$ cat config.mk
export PLATFORM = sky130hd
export DESIGN_NAME = error_logger
export DESIGN_NICKNAME = d
export VERILOG_FILES = /design/src/logic/rel_pkg.sv /design/src/logic/code_builder.sv /design/src/logic/proc_flags.sv /design/src/logic/error_logger.sv
export VERILOG_INCLUDE_DIRS = /design/src /design/src/logic
export SDC_FILE = /design/constraint.sdc
export NUM_CORES = 1
export LEC_CHECK = 0
export ABC_AREA = 0
export BUFFER_PORTS_ARGS = -buffer_cell sky130_fd_sc_hd__buf_2
export CORE_ASPECT_RATIO = 0.6
export CORE_MARGIN = 5
export CORE_UTILIZATION = 58
export DETAILED_ROUTE_END_ITERATION = 16
export PLACE_DENSITY = 0.86
export SLEW_MARGIN = 20
export SYNTH_ARGS = -nofsm -noshare
export SYNTH_HDL_FRONTEND = slang
export SYNTH_HIERARCHICAL = 1
export SYNTH_SLANG_ARGS = --single-unit
$ cat constraint.sdc
create_clock -name mclk -period 3.9 [get_ports mclk]
set_input_delay 0.39 -clock mclk [delete_from_list [all_inputs] [get_ports mclk]]
set_output_delay 0.39 -clock mclk [all_outputs]
set_load 0.02 [all_outputs]
$ cat src/logic/rel_params.svh
/*
  Constants of the recoverable error logger: register indices, error
  code pieces and reset values.
  Assumes it is included by bare name from files that use the macros.
*/
`ifndef REL_PARAMS_SVH
`define REL_PARAMS_SVH

// Register indices, low nibble of the register address
`define R_CTRL    4'h0
`define R_STAT    4'h1
`define R_MISC    4'h2
`define R_ADLO    4'h3
`define R_ADHI    4'h4
`define R_GLOB    4'h5
`define R_IRQS    4'h6
`define R_IMSK    4'h7

// Memory controller code: 0000_0000_1 then memory type then channel
`define MEM_CLASS 9'h001
`define MMM_SCRUB 3'h4
`define CH_MAX    4'he
`define CH_NONE   4'hf

// Cache hierarchy code: 0000_0001 then request, type, level
`define CACHE_CLASS 8'h01
`define REQ_DRD   4'h3
`define REQ_IRD   4'h5
`define REQ_EVICT 4'h7
`define TT_INSTR  2'h0
`define TT_DATA   2'h1
`define TT_GEN    2'h2
`define LL_ZERO   2'h0
`define LL_TWO    2'h2

// Miscellaneous register address mode: physical
`define MODE_PHYS 3'h2

// Reset values
`define RST_WORD  32'h0000_0000

`endif

$ cat src/logic/rel_pkg.sv
/*
  Types shared by the recoverable error logger and its helpers.
  Assumes nothing beyond a SystemVerilog compiler.
*/
package rel_pkg;

  // Four architected recoverable errors
  typedef enum logic [1:0] {
    K_SCRUB = 2'h0,
    K_WBACK = 2'h1,
    K_LOAD  = 2'h2,
    K_FETCH = 2'h3
  } err_kind_t;

  // One detected error as the detector hands it over
  typedef struct packed {
    err_kind_t  kind;
    logic [3:0] channel;
    logic       chan_known;
    logic       via_corr_int;
    logic       continuable;
    logic [5:0] addr_lsb;
  } err_event_t;

  // Bank status word
  typedef struct packed {
    logic [6:0]  rsvd;
    logic        valid;
    logic        overflow;
    logic        uncorrected_flag;
    logic        report_gate;
    logic        misc_info_valid;
    logic        address_info_valid;
    logic        context_corrupt_flag;
    logic        signalled;
    logic        action_needed_flag;
    logic [15:0] error_code_field;
  } bank_status_t;

  // Bank miscellaneous word
  typedef struct packed {
    logic [22:0] rsvd;
    logic [2:0]  addr_mode;
    logic [5:0]  addr_lsb;
  } bank_misc_t;

  // Per-processor global status word
  typedef struct packed {
    logic [28:0] rsvd;
    logic        local_delivery_status;
    logic        error_ip_valid;
    logic        restart_ip_valid;
  } global_check_status_t;

  // Control word
  typedef struct packed {
    logic [30:0] rsvd;
    logic        local_check_delivery;
  } ctrl_reg_t;

  // Interrupt status and mask words
  typedef struct packed {
    logic [28:0] rsvd;
    logic        dropped;
    logic        req_logged;
    logic        opt_logged;
  } irq_bits_t;

  // Action-optional kinds: scrub and writeback
  function automatic logic is_opt(input err_kind_t k);
    return (k == K_SCRUB) || (k == K_WBACK);
  endfunction

endpackage

$ cat src/logic/code_builder.sv
/*
  Builds the 16-bit error code for each of the four error kinds.
  Assumes channel numbers come straight from the memory controller.
*/
`include "rel_params.svh"

module code_builder (
  // Error description
  input  wire rel_pkg::err_kind_t kind,
  input  wire logic [3:0]         channel,
  input  wire logic               chan_known,
  // Composed code
  output logic [15:0]             code
);

  logic [3:0] chan;

  // Unknown or out-of-range channel reads as not specified
  assign chan = (chan_known && channel <= `CH_MAX) ? channel : `CH_NONE;

  // Compose from subfields so each code keeps its documented shape
  always_comb begin
    unique case (kind)
      rel_pkg::K_SCRUB: code = {`MEM_CLASS, `MMM_SCRUB, chan};
      rel_pkg::K_WBACK: code = {`CACHE_CLASS, `REQ_EVICT, `TT_GEN, `LL_TWO};
      rel_pkg::K_LOAD:  code = {`CACHE_CLASS, `REQ_DRD, `TT_DATA, `LL_ZERO};
      rel_pkg::K_FETCH: code = {`CACHE_CLASS, `REQ_IRD, `TT_INSTR, `LL_ZERO};
    endcase
  end

endmodule

$ cat src/logic/proc_flags.sv
/*
  Per-processor restart and error pointer flags for one signalled error.
  Assumes the caller applies them only to processors that get the check.
*/
module proc_flags #(
  parameter int NPROC = 4,
  parameter int PW    = $clog2(NPROC)
) (
  // Error description
  input  wire rel_pkg::err_kind_t kind,
  input  wire logic               continuable,
  input  wire logic [PW-1:0]      who,
  // Flag values per processor
  output logic [NPROC-1:0]        restart,
  output logic [NPROC-1:0]        errip
);

  // Only the affected processor of an action-required error differs
  always_comb begin
    for (int i = 0; i < NPROC; i++) begin
      if (!rel_pkg::is_opt(kind) && i == int'(who)) begin
        restart[i] = continuable;
        errip[i]   = continuable;
      end else begin
        restart[i] = 1'b1;
        errip[i]   = 1'b0;
      end
    end
  end

endmodule

$ cat src/logic/error_logger.sv
/*
  Recoverable error logger: one shared status bank, per-processor
  global status, check delivery and a register port for software.
  Assumes error events are synchronous to mclk and one cycle long.
*/
`include "rel_params.svh"

module error_logger #(
  parameter int               NPROC      = 4,
  parameter int               PW         = $clog2(NPROC),
  parameter int               AW         = 40,
  parameter logic [NPROC-1:0] SHARE_MASK = NPROC'(3),
  parameter bit               LOCAL_SUP  = 1'b1
) (
  // Clock and reset
  input  wire logic                 mclk,
  input  wire logic                 nrst,
  // Error detection
  input  wire logic                 err_valid,
  input  wire rel_pkg::err_event_t  err_ev,
  input  wire logic [PW-1:0]        err_proc,
  input  wire logic [AW-1:0]        err_addr,
  // Register port
  input  wire logic [7:0]           addr,
  input  wire logic [31:0]          wdata,
  input  wire logic                 wr,
  input  wire logic                 rd,
  output logic [31:0]               rd_data_q,
  // Delivery
  output logic [NPROC-1:0]          check_exc_q,
  output logic                      corr_int_q,
  output logic                      irq_q
);

  rel_pkg::bank_status_t stat_q;
  rel_pkg::bank_misc_t   misc_q;
  rel_pkg::bank_misc_t   misc_d;
  rel_pkg::ctrl_reg_t    ctrl_q;
  rel_pkg::irq_bits_t    irqs_q;
  rel_pkg::irq_bits_t    imsk_q;
  rel_pkg::irq_bits_t    evt;
  logic [63:0]           baddr_q;
  logic [63:0]           baddr_d;
  logic [NPROC-1:0]      restart_q;
  logic [NPROC-1:0]      errip_q;
  logic [NPROC-1:0]      lds_q;
  logic [NPROC-1:0]      restart_n;
  logic [NPROC-1:0]      errip_n;
  logic [NPROC-1:0]      targ;
  logic [15:0]           code;
  logic [3:0]            psel;
  logic [3:0]            ridx;
  logic [31:0]           rdval;
  logic                  opt;
  logic                  take;
  logic                  sig_chk;
  logic                  local_d;

  // Does processor p share the bank
  function automatic logic sees(input logic [3:0] p);
    return (int'(p) < NPROC) && SHARE_MASK[p[PW-1:0]];
  endfunction

  // Status word for a freshly logged error
  function automatic rel_pkg::bank_status_t make_status(
      input rel_pkg::err_event_t ev, input logic [15:0] c);
    rel_pkg::bank_status_t s;
    logic                  sg;
    s  = '0;
    sg = !rel_pkg::is_opt(ev.kind) || !ev.via_corr_int;
    s.valid                = 1'b1;
    s.uncorrected_flag     = 1'b1;
    s.misc_info_valid      = 1'b1;
    s.address_info_valid   = 1'b1;
    s.overflow             = 1'b0;
    s.context_corrupt_flag = 1'b0;
    s.action_needed_flag   = !rel_pkg::is_opt(ev.kind);
    s.report_gate          = sg;
    s.signalled            = sg;
    s.error_code_field     = c;
    return s;
  endfunction

  ////////////////////////////////////////////////////////////////////
  // Event decode

  code_builder u_code (
    .kind       (err_ev.kind),
    .channel    (err_ev.channel),
    .chan_known (err_ev.chan_known),
    .code       (code)
  );

  proc_flags #(.NPROC(NPROC), .PW(PW)) u_flags (
    .kind        (err_ev.kind),
    .continuable (err_ev.continuable),
    .who         (err_proc),
    .restart     (restart_n),
    .errip       (errip_n)
  );

  // A full bank drops new errors rather than overwrite the record
  assign psel    = addr[7:4];
  assign ridx    = addr[3:0];
  assign opt     = rel_pkg::is_opt(err_ev.kind);
  assign take    = err_valid && !stat_q.valid;
  assign sig_chk = take && !(opt && err_ev.via_corr_int);
  assign local_d = ctrl_q.local_check_delivery && LOCAL_SUP;
  assign targ    = local_d ? (NPROC'(1) << err_proc) : '1;

  // Misc word and address trimmed below the lowest valid bit
  always_comb begin
    misc_d           = '0;
    misc_d.addr_mode = `MODE_PHYS;
    misc_d.addr_lsb  = err_ev.addr_lsb;
    baddr_d          = 64'(err_addr) & ~((64'h1 << err_ev.addr_lsb) - 64'h1);
  end

  ////////////////////////////////////////////////////////////////////
  // Error record: one edge writes all three words

  always_ff @(posedge mclk) begin
    if (!nrst) begin
      stat_q  <= '0;
      misc_q  <= '0;
      baddr_q <= '0;
    end else if (take) begin
      stat_q  <= make_status(err_ev, code);
      misc_q  <= misc_d;
      baddr_q <= baddr_d;
    end else if (wr && ridx == `R_STAT && sees(psel)) begin
      stat_q  <= '0;
    end
  end

  ////////////////////////////////////////////////////////////////////
  // Per-processor global status; a new signal wins over software

  always_ff @(posedge mclk) begin
    if (!nrst) begin
      restart_q <= '0;
      errip_q   <= '0;
      lds_q     <= '0;
    end else begin
      for (int i = 0; i < NPROC; i++) begin
        if (sig_chk && targ[i]) begin
          restart_q[i] <= restart_n[i];
          errip_q[i]   <= errip_n[i];
          lds_q[i]     <= local_d;
        end else if (wr && ridx == `R_GLOB && int'(psel) == i) begin
          restart_q[i] <= wdata[0];
          errip_q[i]   <= wdata[1];
          lds_q[i]     <= wdata[2];
        end
      end
    end
  end

  ////////////////////////////////////////////////////////////////////
  // Delivery pulses

  always_ff @(posedge mclk) begin
    if (!nrst) begin
      check_exc_q <= '0;
      corr_int_q  <= 1'b0;
    end else begin
      check_exc_q <= sig_chk ? targ : '0;
      corr_int_q  <= take && opt && err_ev.via_corr_int;
    end
  end

  ////////////////////////////////////////////////////////////////////
  // Control and interrupt registers; set beats write-one-to-clear

  always_comb begin
    evt            = '0;
    evt.opt_logged = take && opt;
    evt.req_logged = take && !opt;
    evt.dropped    = err_valid && stat_q.valid;
  end

  always_ff @(posedge mclk) begin
    if (!nrst) begin
      ctrl_q <= `RST_WORD;
      imsk_q <= `RST_WORD;
      irqs_q <= `RST_WORD;
      irq_q  <= 1'b0;
    end else begin
      if (wr && ridx == `R_CTRL) begin
        ctrl_q                      <= '0;
        ctrl_q.local_check_delivery <= wdata[0];
      end
      if (wr && ridx == `R_IMSK) begin
        imsk_q <= {29'h0, wdata[2:0]};
      end
      if (wr && ridx == `R_IRQS) begin
        irqs_q <= (irqs_q & ~{29'h0, wdata[2:0]}) | evt;
      end else begin
        irqs_q <= irqs_q | evt;
      end
      // One cycle behind the sticky bits; keeps the output a flop
      irq_q <= |(irqs_q & imsk_q);
    end
  end

  ////////////////////////////////////////////////////////////////////
  // Read path; bank words only for processors sharing the bank

  always_comb begin
    rdval = '0;
    unique case (ridx)
      `R_CTRL: rdval = ctrl_q;
      `R_STAT: rdval = sees(psel) ? stat_q : '0;
      `R_MISC: rdval = sees(psel) ? misc_q : '0;
      `R_ADLO: rdval = sees(psel) ? baddr_q[31:0] : '0;
      `R_ADHI: rdval = sees(psel) ? baddr_q[63:32] : '0;
      `R_GLOB: begin
        if (int'(psel) < NPROC) begin
          rdval = {29'h0, lds_q[psel[PW-1:0]], errip_q[psel[PW-1:0]],
                   restart_q[psel[PW-1:0]]};
        end
      end
      `R_IRQS: rdval = irqs_q;
      `R_IMSK: rdval = imsk_q;
      default: rdval = '0;
    endcase
  end

  always_ff @(posedge mclk) begin
    if (!nrst) begin
      rd_data_q <= '0;
    end else begin
      rd_data_q <= rd ? rdval : '0;
    end
  end
endmodule

==> summary.md, run 1 <==
| Metric | Value |
|---|---|
| Outcome | finished clean |
| PwrDens | 482 nW/um^2 |
| Vias/cell | 6.31 |
| DRT Pass-1 Iters | 8 |
| Vias | 5621 |
| Largest net degree at the start of global routing | 73 |
| Layout Cells excl Fill | 891 |
| WS Path Type | in2reg |
| Core Area | 9320 sq um |
| Most common cell after layout, fill and taps aside | dfxtp_1 |
| Hpwl dp | 12300 um |
| Fin crit period | 2640 ps |
| WL per Instance | 20.2 um |
| Max stage delay on crit path | 570 ps |
| Finished Core Util | 0.723 |
| Met2 GRT Util | 0.462 |
| Net Switching | 809 uW |
| Final setup viols | 0 |
| Cells resized by post-CTS repair | 0 |
| GP Congestion | 0.989 |
| Antenna Nets Post-Route | 0 |
| Area contributors post-synth | dfxtp_1 44%, a21oi_1 6.3%, nand2_1 5.4% |
| Post-Synthesis Cells | 666 |
| Share of layout cells above drive strength 1 | 0.219 |
| Area growth syn-to-layout | 19.7% |
| Final net count | 855 |
| WL final | 18000 um |
| # rows | 27 |
| DRC Markers | 0 |
| DR iter-0 viols | 785 |
| Share of flip-flops with an asynchronous set or reset | 0 |
| Fmax | 379 MHz |
| Grt met1 use | 0.406 |
| # hold bufs at CTS | 0 |
| Root Buffer Master | clkbuf_16 |
| Startpoint Class | primary input |
| Slew at the pin with the worst max-slew slack | 987 ps |
| Worst EP arrival | 2900 ps |
| PortBufs | 110 |
| Initial antenna violation count | 0 |
| CTS tree | yes |
| Chip height | 86.3 um |
| GR Layer Usage met3 | 0.0974 |
| Post-synth top area share | 0.437 |
| CP required | 4160 ps |
| GRT overflow | 0 |
| Initial core utilization | 0.604 |
| Final instance area | 6740 sq um |
| Area after DPL | 6140 sq um |
| Cells along the critical path | buf_2, nor4_1, nand3b_1, ha_1, or2_2, o41ai_1, a21oi_1, o2111ai_1, a21oi_1 |
| TritonCTS Buffers | 17 |
| Hold Crit Class | in2reg |
| Tcrit/Tclk final | 0.676 |
| Hold WS | 231 ps |
| Worst-Skew Late Latency | 410 ps |
| Logic pwr share | 0.098 |
| Reg clk slew, reported paths | 60 ps |
| Synth area leader | dfxtp_1 |
| RSZ-0062 raised after global routing | false |
| Ports | 140 |
| Max Slew Vio Count | 0 |
| Most frequent cells in the layout | 123 x dfxtp_1, 110 x buf_2, 81 x nand2_1, 71 x a21oi_1, 68 x nor2_1 |
| Critical path peak fanout | 28 |
| CP max-delay cell | nor4_1 |
| Post-Syn Area | 5630 sq um |
| H-tree Lvls | 4 |
| Sw Share | 0.249 |
| CP most frequent cell | a21oi_1 |
| Die Wd | 137 um |
| # Post-CTS Setup Buffers | 0 |
| Synthesized flop and latch total | 123 |
| Maximum vdd drop | 388 uV |
| Distinct cell type count after synthesis | 71 |
| Max Cap Viol | 0 |
| Ys Warns | 6 |
| Clk buf depth | 2 |
| Setup TNS Final | 0 ps |
| Rel. slew slack | 0.340 |
| Diodes inserted | 0 |
| Cell total after placement | 859 |
| Clock network power share | 0.493 |
| Seq/Total Area, Yosys | 0.437 |
| Most used DFF post-synth | dfxtp_1 |
| Die ar. | 11800 sq um |
| Number of global-route vias before repair | 5378 |
| Pint | 2440 uW |
| Clock net sink count | 123 |
| Flop pwr share | 0.409 |
| Setup crit end kind | flip-flop |
| Clock Skew | 4.72 ps |
| Leakage Power | 0.00269 uW |
| GRT Max-Usage Layer | met2 |
| Number of synthesized flops with an enable pin | 0 |
| Avg Inst Size Synth | 8.45 sq um |
| First-pass GRT wire length | 28000 um |
| Final hold violation count | 0 |
| GR Util All Layers | 0.303 |
## sequential cells by signal (all words and copies together) (netlist names)
name         count
local_d          1
stat_q          19
irqs_q           3
corr_int_q       1
errip_q          4
restart_q        4
lds_q            4
irq_q            1
misc_q           7
rd_data_q       32
imsk_q           3
check_exc_q      4
baddr_q         40
## worst paths after layout
check	start	to	slack, ps	cells past startpoint
hold / removal	err_addr[15]	baddr_q[15]	230	3
setup / recovery	err_ev[3]	baddr_q[18]	1260	9
setup reg to reg	stat_q[24]	lds_q[2]	1550	5
hold reg to reg	baddr_q[25]	baddr_q[25]	450	2
## synthesized netlist by cell type, types with 8 or more instances
master / n
a222oi_1: 8
nand4_1: 12
buf_1: 8
dfxtp_1: 123
nor3_1: 8
o21ai_0: 28
buf_4: 11
and2_1: 10
buf_2: 18
a22oi_1: 29
a21oi_1: 71
mux2i_1: 18
nand3_1: 29
clkbuf_1: 22
inv_1: 10
nor2_1: 68
nand2_1: 81
## cell type report
cell class                 count  area, sq um
inverter                      12         47.5
fill                         711         2580
clock buffer                  20          457
timing repair buffer         117          603
clock inverter                12          146
sequential                   123         2460
multi-input combinational    477         2860
tap                          130          163
## metrics by stage
stage / power [uW] / setup WS, ps
after global routing: 3350 / 1120
after floorplan: 1550 / 1510
final: 3250 / 1260
after global placement: 1640 / 1020
after CTS: 3250 / 1380
after detailed placement: 1660 / 970
## logic make-up after synthesis
| family | Yosys count | share of synthesized area |
|---|---|---|
| fa+ha+maj | 5 | 0.0111 |
| compound gates | 181 | 0.206 |
| mux | 21 | 0.0440 |
| flops | 123 | 0.437 |
| xor+xnor | 4 | 0.00622 |
| other cells | 1 | 0.000666 |
| buf+inv | 72 | 0.0607 |
| simple gates | 259 | 0.234 |
## per-layer routing
layer / vias to the layer above / part of all wire
li1: 2565 / -
met1: 2629 / 0.41
met2: 373 / 0.44
met3: 54 / 0.12
met4: 0 / 0.024
met5: - / 0
## critical path: cells and delay by family
| kind | cells | cell delay, ps |
|---|---|---|
| compound gates | 4 | 660 |
| fa+ha+maj | 1 | 430 |
| buf+inv | 1 | 270 |
| simple gates | 3 | 1130 |
## power groups by stage
stage               combinational [uW]  clock (uW)  sequential (uW)
finish                             318        1600             1330
global route                       342        1670             1330
floorplan                          201           0             1350
detailed placement                 303           0             1350
CTS                                307        1610             1330
global placement                   292           0             1350
No activity file was read; power rests on OpenSTA's default activity.
==> inputs of run 2 (changes only) <==
--- a/config.mk
+++ b/config.mk
@@ -6,13 +6,13 @@
 export SDC_FILE = /design/constraint.sdc
 export NUM_CORES = 1
 export LEC_CHECK = 0
-export ABC_AREA = 0
+export ABC_AREA = 1
 export BUFFER_PORTS_ARGS = -buffer_cell sky130_fd_sc_hd__buf_2
 export CORE_ASPECT_RATIO = 0.6
 export CORE_MARGIN = 5
-export CORE_UTILIZATION = 58
+export CORE_UTILIZATION = 50
 export DETAILED_ROUTE_END_ITERATION = 16
-export PLACE_DENSITY = 0.86
+export PLACE_DENSITY = 0.77
 export SLEW_MARGIN = 20
 export SYNTH_ARGS = -nofsm -noshare
 export SYNTH_HDL_FRONTEND = slang
==> constraint.sdc (replaced) <==
create_clock -name mclk -period 2.3 [get_ports mclk]
set_input_delay 0.23 -clock mclk [delete_from_list [all_inputs] [get_ports mclk]]
set_output_delay 0.23 -clock mclk [all_outputs]
set_load 0.02 [all_outputs]
==> summary.md, run 2 <==
| Metric | Value |
|---|---|
| Initial core utilization | 0.512 |
| Largest registers | baddr_q (40), rd_data_q (32), stat_q (19) |
| Area after DPL | 7260 sq um |
| Area contributors post-synth | dfxtp_1 37%, nand2_1 14%, a21oi_1 9.0% |
| RSZ-0062 raised after global routing | false |
| Clk buf depth | 2 |
| Slew at the pin with the worst max-slew slack | 972 ps |
| Area growth syn-to-layout | 19.7% |
| Most instantiated library cell after synthesis | nand2_1 |
| Max FFs per register | 40 |
| PwrDens | 730 nW/um^2 |
| TritonCTS Buffers | 17 |
| Setup TNS Final | 0 ps |
| Antenna Nets Post-Route | 0 |
| Root Buffer Master | clkbuf_16 |
| Most common cell after layout, fill and taps aside | nand2_1 |
| Fin crit period | 1770 ps |
| Vias/cell | 5.48 |
| Leakage Power | 0.00375 uW |
| Setup crit end kind | flip-flop |
| Final hold violation count | 0 |
| Clock Skew | 10.1 ps |
| GR Util All Layers | 0.265 |
| Post-Synthesis Cells | 965 |
| Synth area leader | dfxtp_1 |
| Finished Core Util | 0.613 |
| Most used DFF post-synth | dfxtp_1 |
| Max Slew Vio Count | 0 |
| Critical path peak fanout | 7 |
| GP Congestion | 0.987 |
| Worst-Skew Late Latency | 410 ps |
| Cells resized by post-CTS repair | 0 |
| DP Worst Slack | 151 ps |
| Ports | 140 |
| CP required | 2590 ps |
| Max Cap Viol | 0 |
| DRC Markers | 0 |
| CTS tree | yes |
| Hold Crit Class | in2reg |
| Number of synthesized flops with an enable pin | 0 |
| Post-Syn Area | 6580 sq um |
| Diodes inserted | 0 |
| Most frequent cells in the layout | 251 x nand2_1, 123 x dfxtp_1, 118 x a21oi_1, 110 x buf_2, 98 x nor2_1 |
| Final net count | 1181 |
| Commonest cells in the netlist | 251 x nand2_1, 123 x dfxtp_1, 118 x a21oi_1 |
| DR iter-0 viols | 676 |
| Distinct cell type count after synthesis | 50 |
| Hpwl dp | 15800 um |
| WL per Instance | 16.5 um |
| Tcrit/Tclk final | 0.769 |
| Seq/Total Area, Yosys | 0.374 |
| # hold bufs at CTS | 0 |
| Reg clk slew, reported paths | 60 ps |
| Chip height | 98.9 um |
| Startpoint Class | flip-flop |
| Number of global-route vias before repair | 6164 |
| WL final | 20700 um |
| Vias | 6878 |
| Share of flip-flops with an asynchronous set or reset | 0 |
| Fillers | 1247 |
| Final setup viols | 0 |
| Largest net degree at the start of global routing | 49 |
| Rel. slew slack | 0.350 |
| Worst EP arrival | 2060 ps |
| Post-synth top area share | 0.374 |
| H-tree Lvls | 4 |
| Die Wd | 158 um |
| # Post-CTS Setup Buffers | 0 |
| Initial antenna violation count | 0 |
| Biggest register | baddr_q |
| Final instance area | 7870 sq um |
| Fmax | 565 MHz |
| Clock net sink count | 123 |
| DRT Pass-1 Iters | 6 |
| Avg Inst Size Synth | 6.82 sq um |
| # rows | 32 |
| GRT overflow | 0 |
| PortBufs | 110 |
| Maximum vdd drop | 499 uV |
| Share of layout cells above drive strength 1 | 0.206 |
| Ys Warns | 6 |
| Synthesized flop and latch total | 123 |
| First-pass GRT wire length | 32400 um |
| Die ar. | 15600 sq um |
| Final WS setup | 531 ps |
| Outcome | finished clean |
| Core Area | 12900 sq um |
| WS Path Type | reg2reg |
## run 2: changes by cell type in the layout (fill, tap and decap cells not counted), sizes merged, moves of 8 or more
cell    delta
nand2    +181
inv       +77
nand3     +54
nor2      +53
a21oi     +48
a22oi     -23
mux2i     -17
buf       +14
nand4     +14
and2       -9
a222oi     -8
## run 2: area by class of cell
| class | count | area [sq um] | area share |
|---|---|---|---|
| clock buffers | 24 | 502 | 0.0637 |
| well taps | 170 | 213 | 0.0270 |
| repair buffers | 131 | 721 | 0.0915 |
| inverters | 92 | 345 | 0.0439 |
| multi-input cells | 709 | 3520 | 0.447 |
| flip-flops and latches | 123 | 2460 | 0.313 |
| clock inverters | 6 | 110 | 0.0140 |
## run 2: final timing paths
| check | startpoint | end | slack (ps) | depth (start not counted) |
|---|---|---|---|---|
| hold reg to reg | baddr_q[29] | rd_data_q[29] | 440 | 2 |
| setup / recovery | stat_q[24] | errip_q[2] | 530 | 10 |
| setup reg to reg | stat_q[24] | errip_q[2] | 530 | 10 |
| hold / removal | err_addr[27] | baddr_q[27] | 90 | 3 |
## run 2: logic make-up (layout without fill, tap and decap cells)
logic type | after synthesis | in the layout | synth area share
other | 1 | 7 | 0.000570
AND/OR/NAND/NOR | 519 | 519 | 0.371
flip-flops | 123 | 123 | 0.374
buffers and inverters | 139 | 253 | 0.0940
adder cells (fa/ha/maj) | 5 | 5 | 0.00951
AO/OA/AOI/OAI | 177 | 177 | 0.149
multiplexers | 1 | 1 | 0.00152
## run 2: critical path, cell delays in order (launching register included)
cell	delay (ps)
dfxtp_1	340
inv_1	60
nand2_1	70
inv_2	100
nand2_1	140
nor2_1	440
inv_1	80
o21ai_0	150
inv_1	130
nand2_1	70
a21oi_1	70
## run 2: routing by layer
metal	vias up	global-route usage	share of wire
met2	359	0.347	0.39
met1	3117	0.408	0.47
li1	3385	-	-
met3	17	0.0943	0.13
met5	-	0	0
met4	0	0.0609	0.0089
## run 2: report_power, final
group | internal, uW | switching, uW
logic | 231 | 490
clock network | 1830 | 928
registers | 2220 | 46.6
total | 4280 | 1470
## run 2: metrics by stage
stage | cells | hold WS [ps] | total power (uW)
6_report | 1255 | 85.5 | 5750
5_1_grt | 1255 | 83.1 | 5960
4_1_cts | 1255 | 73.2 | 5760
3_5_place_dp | 1225 | 437 | 3010
3_3_place_gp | 1225 | 433 | 2990
2_1_floorplan | 971 | 342 | 2780
==> inputs of run 3 (changes only) <==
--- a/config.mk
+++ b/config.mk
@@ -10,9 +10,9 @@
 export BUFFER_PORTS_ARGS = -buffer_cell sky130_fd_sc_hd__buf_2
 export CORE_ASPECT_RATIO = 0.6
 export CORE_MARGIN = 5
-export CORE_UTILIZATION = 50
+export CORE_UTILIZATION = 55
 export DETAILED_ROUTE_END_ITERATION = 16
-export PLACE_DENSITY = 0.77
+export PLACE_DENSITY = 0.8
 export SLEW_MARGIN = 20
 export SYNTH_ARGS = -nofsm -noshare
 export SYNTH_HDL_FRONTEND = slang
==> constraint.sdc (replaced) <==
create_clock -name mclk -period 1.7 [get_ports mclk]
set_input_delay 0.17 -clock mclk [delete_from_list [all_inputs] [get_ports mclk]]
set_output_delay 0.17 -clock mclk [all_outputs]
set_load 0.02 [all_outputs]
==> summary.md, run 3 (synthesis results as in run 2) <==
| Metric | Value |
|---|---|
| DR iter-0 viols | 936 |
| Fin crit period | 1570 ps |
| Final setup viols | 0 |
| R2r startpoint | stat_q[24] |
| Worst hold path startpoint | err_addr[27] |
| Initial antenna violation count | 0 |
| Fmax | 636 MHz |
| Met3 wire length | 2840 um |
| # hold bufs at CTS | 0 |
| PwrDens | 942 nW/um^2 |
| Worst r2r path cells | 8 |
| Area after DPL | 7910 sq um |
| Tcrit/Tclk final | 0.924 |
| DRC Markers | 0 |
| Clk buf depth | 2 |
| Most common cell after layout, fill and taps aside | nand2_1 |
| Startpoint Class | flip-flop |
| Hold Crit Endpoint | baddr_q[27] |
| Root Buffer Master | clkbuf_16 |
| Max Cap Viol | 0 |
| DRT met1 WL | 10600 um |
| Most frequent cells in the layout | 251 x nand2_1, 123 x dfxtp_1, 118 x a21oi_1, 110 x buf_2, 98 x buf_4 |
| # rows | 30 |
| Number of global-route vias before repair | 6719 |
| Hpwl dp | 16900 um |
| Worst reg2reg setup slack | 130 ps |
| Worst-Skew Late Latency | 420 ps |
| Rel. slew slack | 0.654 |
| Net Switching | 2150 uW |
| Vias/cell | 5.60 |
| H-tree Lvls | 4 |
| Core Area | 11500 sq um |
| Hold Crit Class | in2reg |
| Antenna Nets Post-Route | 0 |
| CTS tree | yes |
| Worst EP arrival | 1910 ps |
| Largest net degree at the start of global routing | 66 |
| Hold path depth | 3 |
| Diodes inserted | 0 |
| WL final | 23000 um |
| Flop pwr share | 0.381 |
| Setup TNS Final | 0 ps |
| Cell total after placement | 1296 |
| Outcome | finished clean |
| Max Slew Vio Count | 0 |
| Clock network power share | 0.483 |
| WL per Instance | 17.3 um |
| GRT overflow | 0 |
| GP Congestion | 0.974 |
| Met2 WL | 9260 um |
| RSZ-0062 raised after global routing | false |
| PortBufs | 110 |
| Initial core utilization | 0.573 |
| Final instance area | 8550 sq um |
| Die Wd | 151 um |
| Ports | 140 |
| Biggest register | baddr_q |
| Hold WS | 25.2 ps |
| # Post-CTS Setup Buffers | 0 |
| TritonCTS Buffers | 17 |
| GR Util All Layers | 0.320 |
| Die ar. | 14300 sq um |
| Sw Share | 0.267 |
| Cells resized by post-CTS repair | 0 |
| Share of layout cells above drive strength 1 | 0.267 |
| Max layer used | met4 |
| Clock Skew | 9.54 ps |
| Layout Cells excl Fill | 1328 |
| Chip height | 94.7 um |
| WS Path Type | reg2reg |
| Reg clk slew, reported paths | 60 ps |
| Clock net sink count | 123 |
| DP Worst Slack | -216 ps |
| Setup crit end kind | flip-flop |
| Pint | 5900 uW |
| Final hold violation count | 0 |
| Final WS setup | 129 ps |
| Maximum vdd drop | 810 uV |
| Logic pwr share | 0.137 |
| CP required | 2040 ps |
| Largest registers | baddr_q (40), rd_data_q (32), stat_q (19) |
| Leakage Power | 0.00415 uW |
| Final net count | 1262 |
| Slew at the pin with the worst max-slew slack | 520 ps |
| First-pass GRT wire length | 35400 um |
| Vias | 7433 |
| DRT Pass-1 Iters | 6 |
| Critical path peak fanout | 65 |
| Area growth syn-to-layout | 30.0% |
| Max FFs per register | 40 |
| R2r endpoint | stat_q[6] |
-- run 3: changes by cell type in the layout (fill, tap and decap cells not counted), moves of 2 or more --
cell	delta
nor2_1	-2
inv_6	+3
buf_4	+78
clkbuf_8	-4
clkinv_4	+2
buf_12	+3
-- run 3: per-stage QoR --
step / total power, uW / utilization
after floorplan: 3760 / -
after global placement: 4150 / 0.689
after detailed placement: 4170 / 0.689
after CTS: 8010 / 0.744
after global routing: 8290 / 0.744
final: 8050 / 0.744
-- run 3: metal layers --
layer | GRT usage | up-vias
met1 | 0.475 | 3407
met3 | 0.100 | 35
met4 | 0.0686 | 0
li1 | - | 3551
met5 | 0 | -
met2 | 0.450 | 440
-- run 3: critical path, stage by stage (launching register included) --
cell,delay [ps]
dfxtp_1,370
inv_1,50
nand2_1,90
inv_2,60
buf_12,190
a31oi_2,170
buf_4,260
nand2_1,90
a21oi_1,170
-- run 3: power by group through the flow --
| stage | Combinational, uW | Clock [uW] | Sequential, uW |
|---|---|---|---|
| 2_1_floorplan | 651 | 0 | 3110 |
| 3_5_place_dp | 1050 | 0 | 3120 |
| 4_1_cts | 1070 | 3880 | 3060 |
| 5_1_grt | 1190 | 4030 | 3070 |
| 3_3_place_gp | 1030 | 0 | 3120 |
| 6_report | 1100 | 3890 | 3060 |
-- run 3: area by class of cell --
cell class              count  area, sq um
multi-input cells         709         3540
fillers                   916         2940
flip-flops and latches    123         2460
repair buffers            212         1370
clock buffers              20          447
inverters                  92          345
well taps                 160          200
clock inverters            12          186
-- run 3: worst max-delay path by stage --
stage / startpoint / to / slack, ps / depth (start not counted)
finish: stat_q[24] / stat_q[6] / 130 / 8
CTS: stat_q[24] / errip_q[2] / 100 / 10
global route: stat_q[24] / errip_q[2] / 40 / 10
floorplan: err_ev[1] / baddr_q[20] / 0.3 / 13
global placement: err_ev[0] / baddr_q[32] / -150 / 13
detailed placement: err_ev[0] / baddr_q[32] / -220 / 13
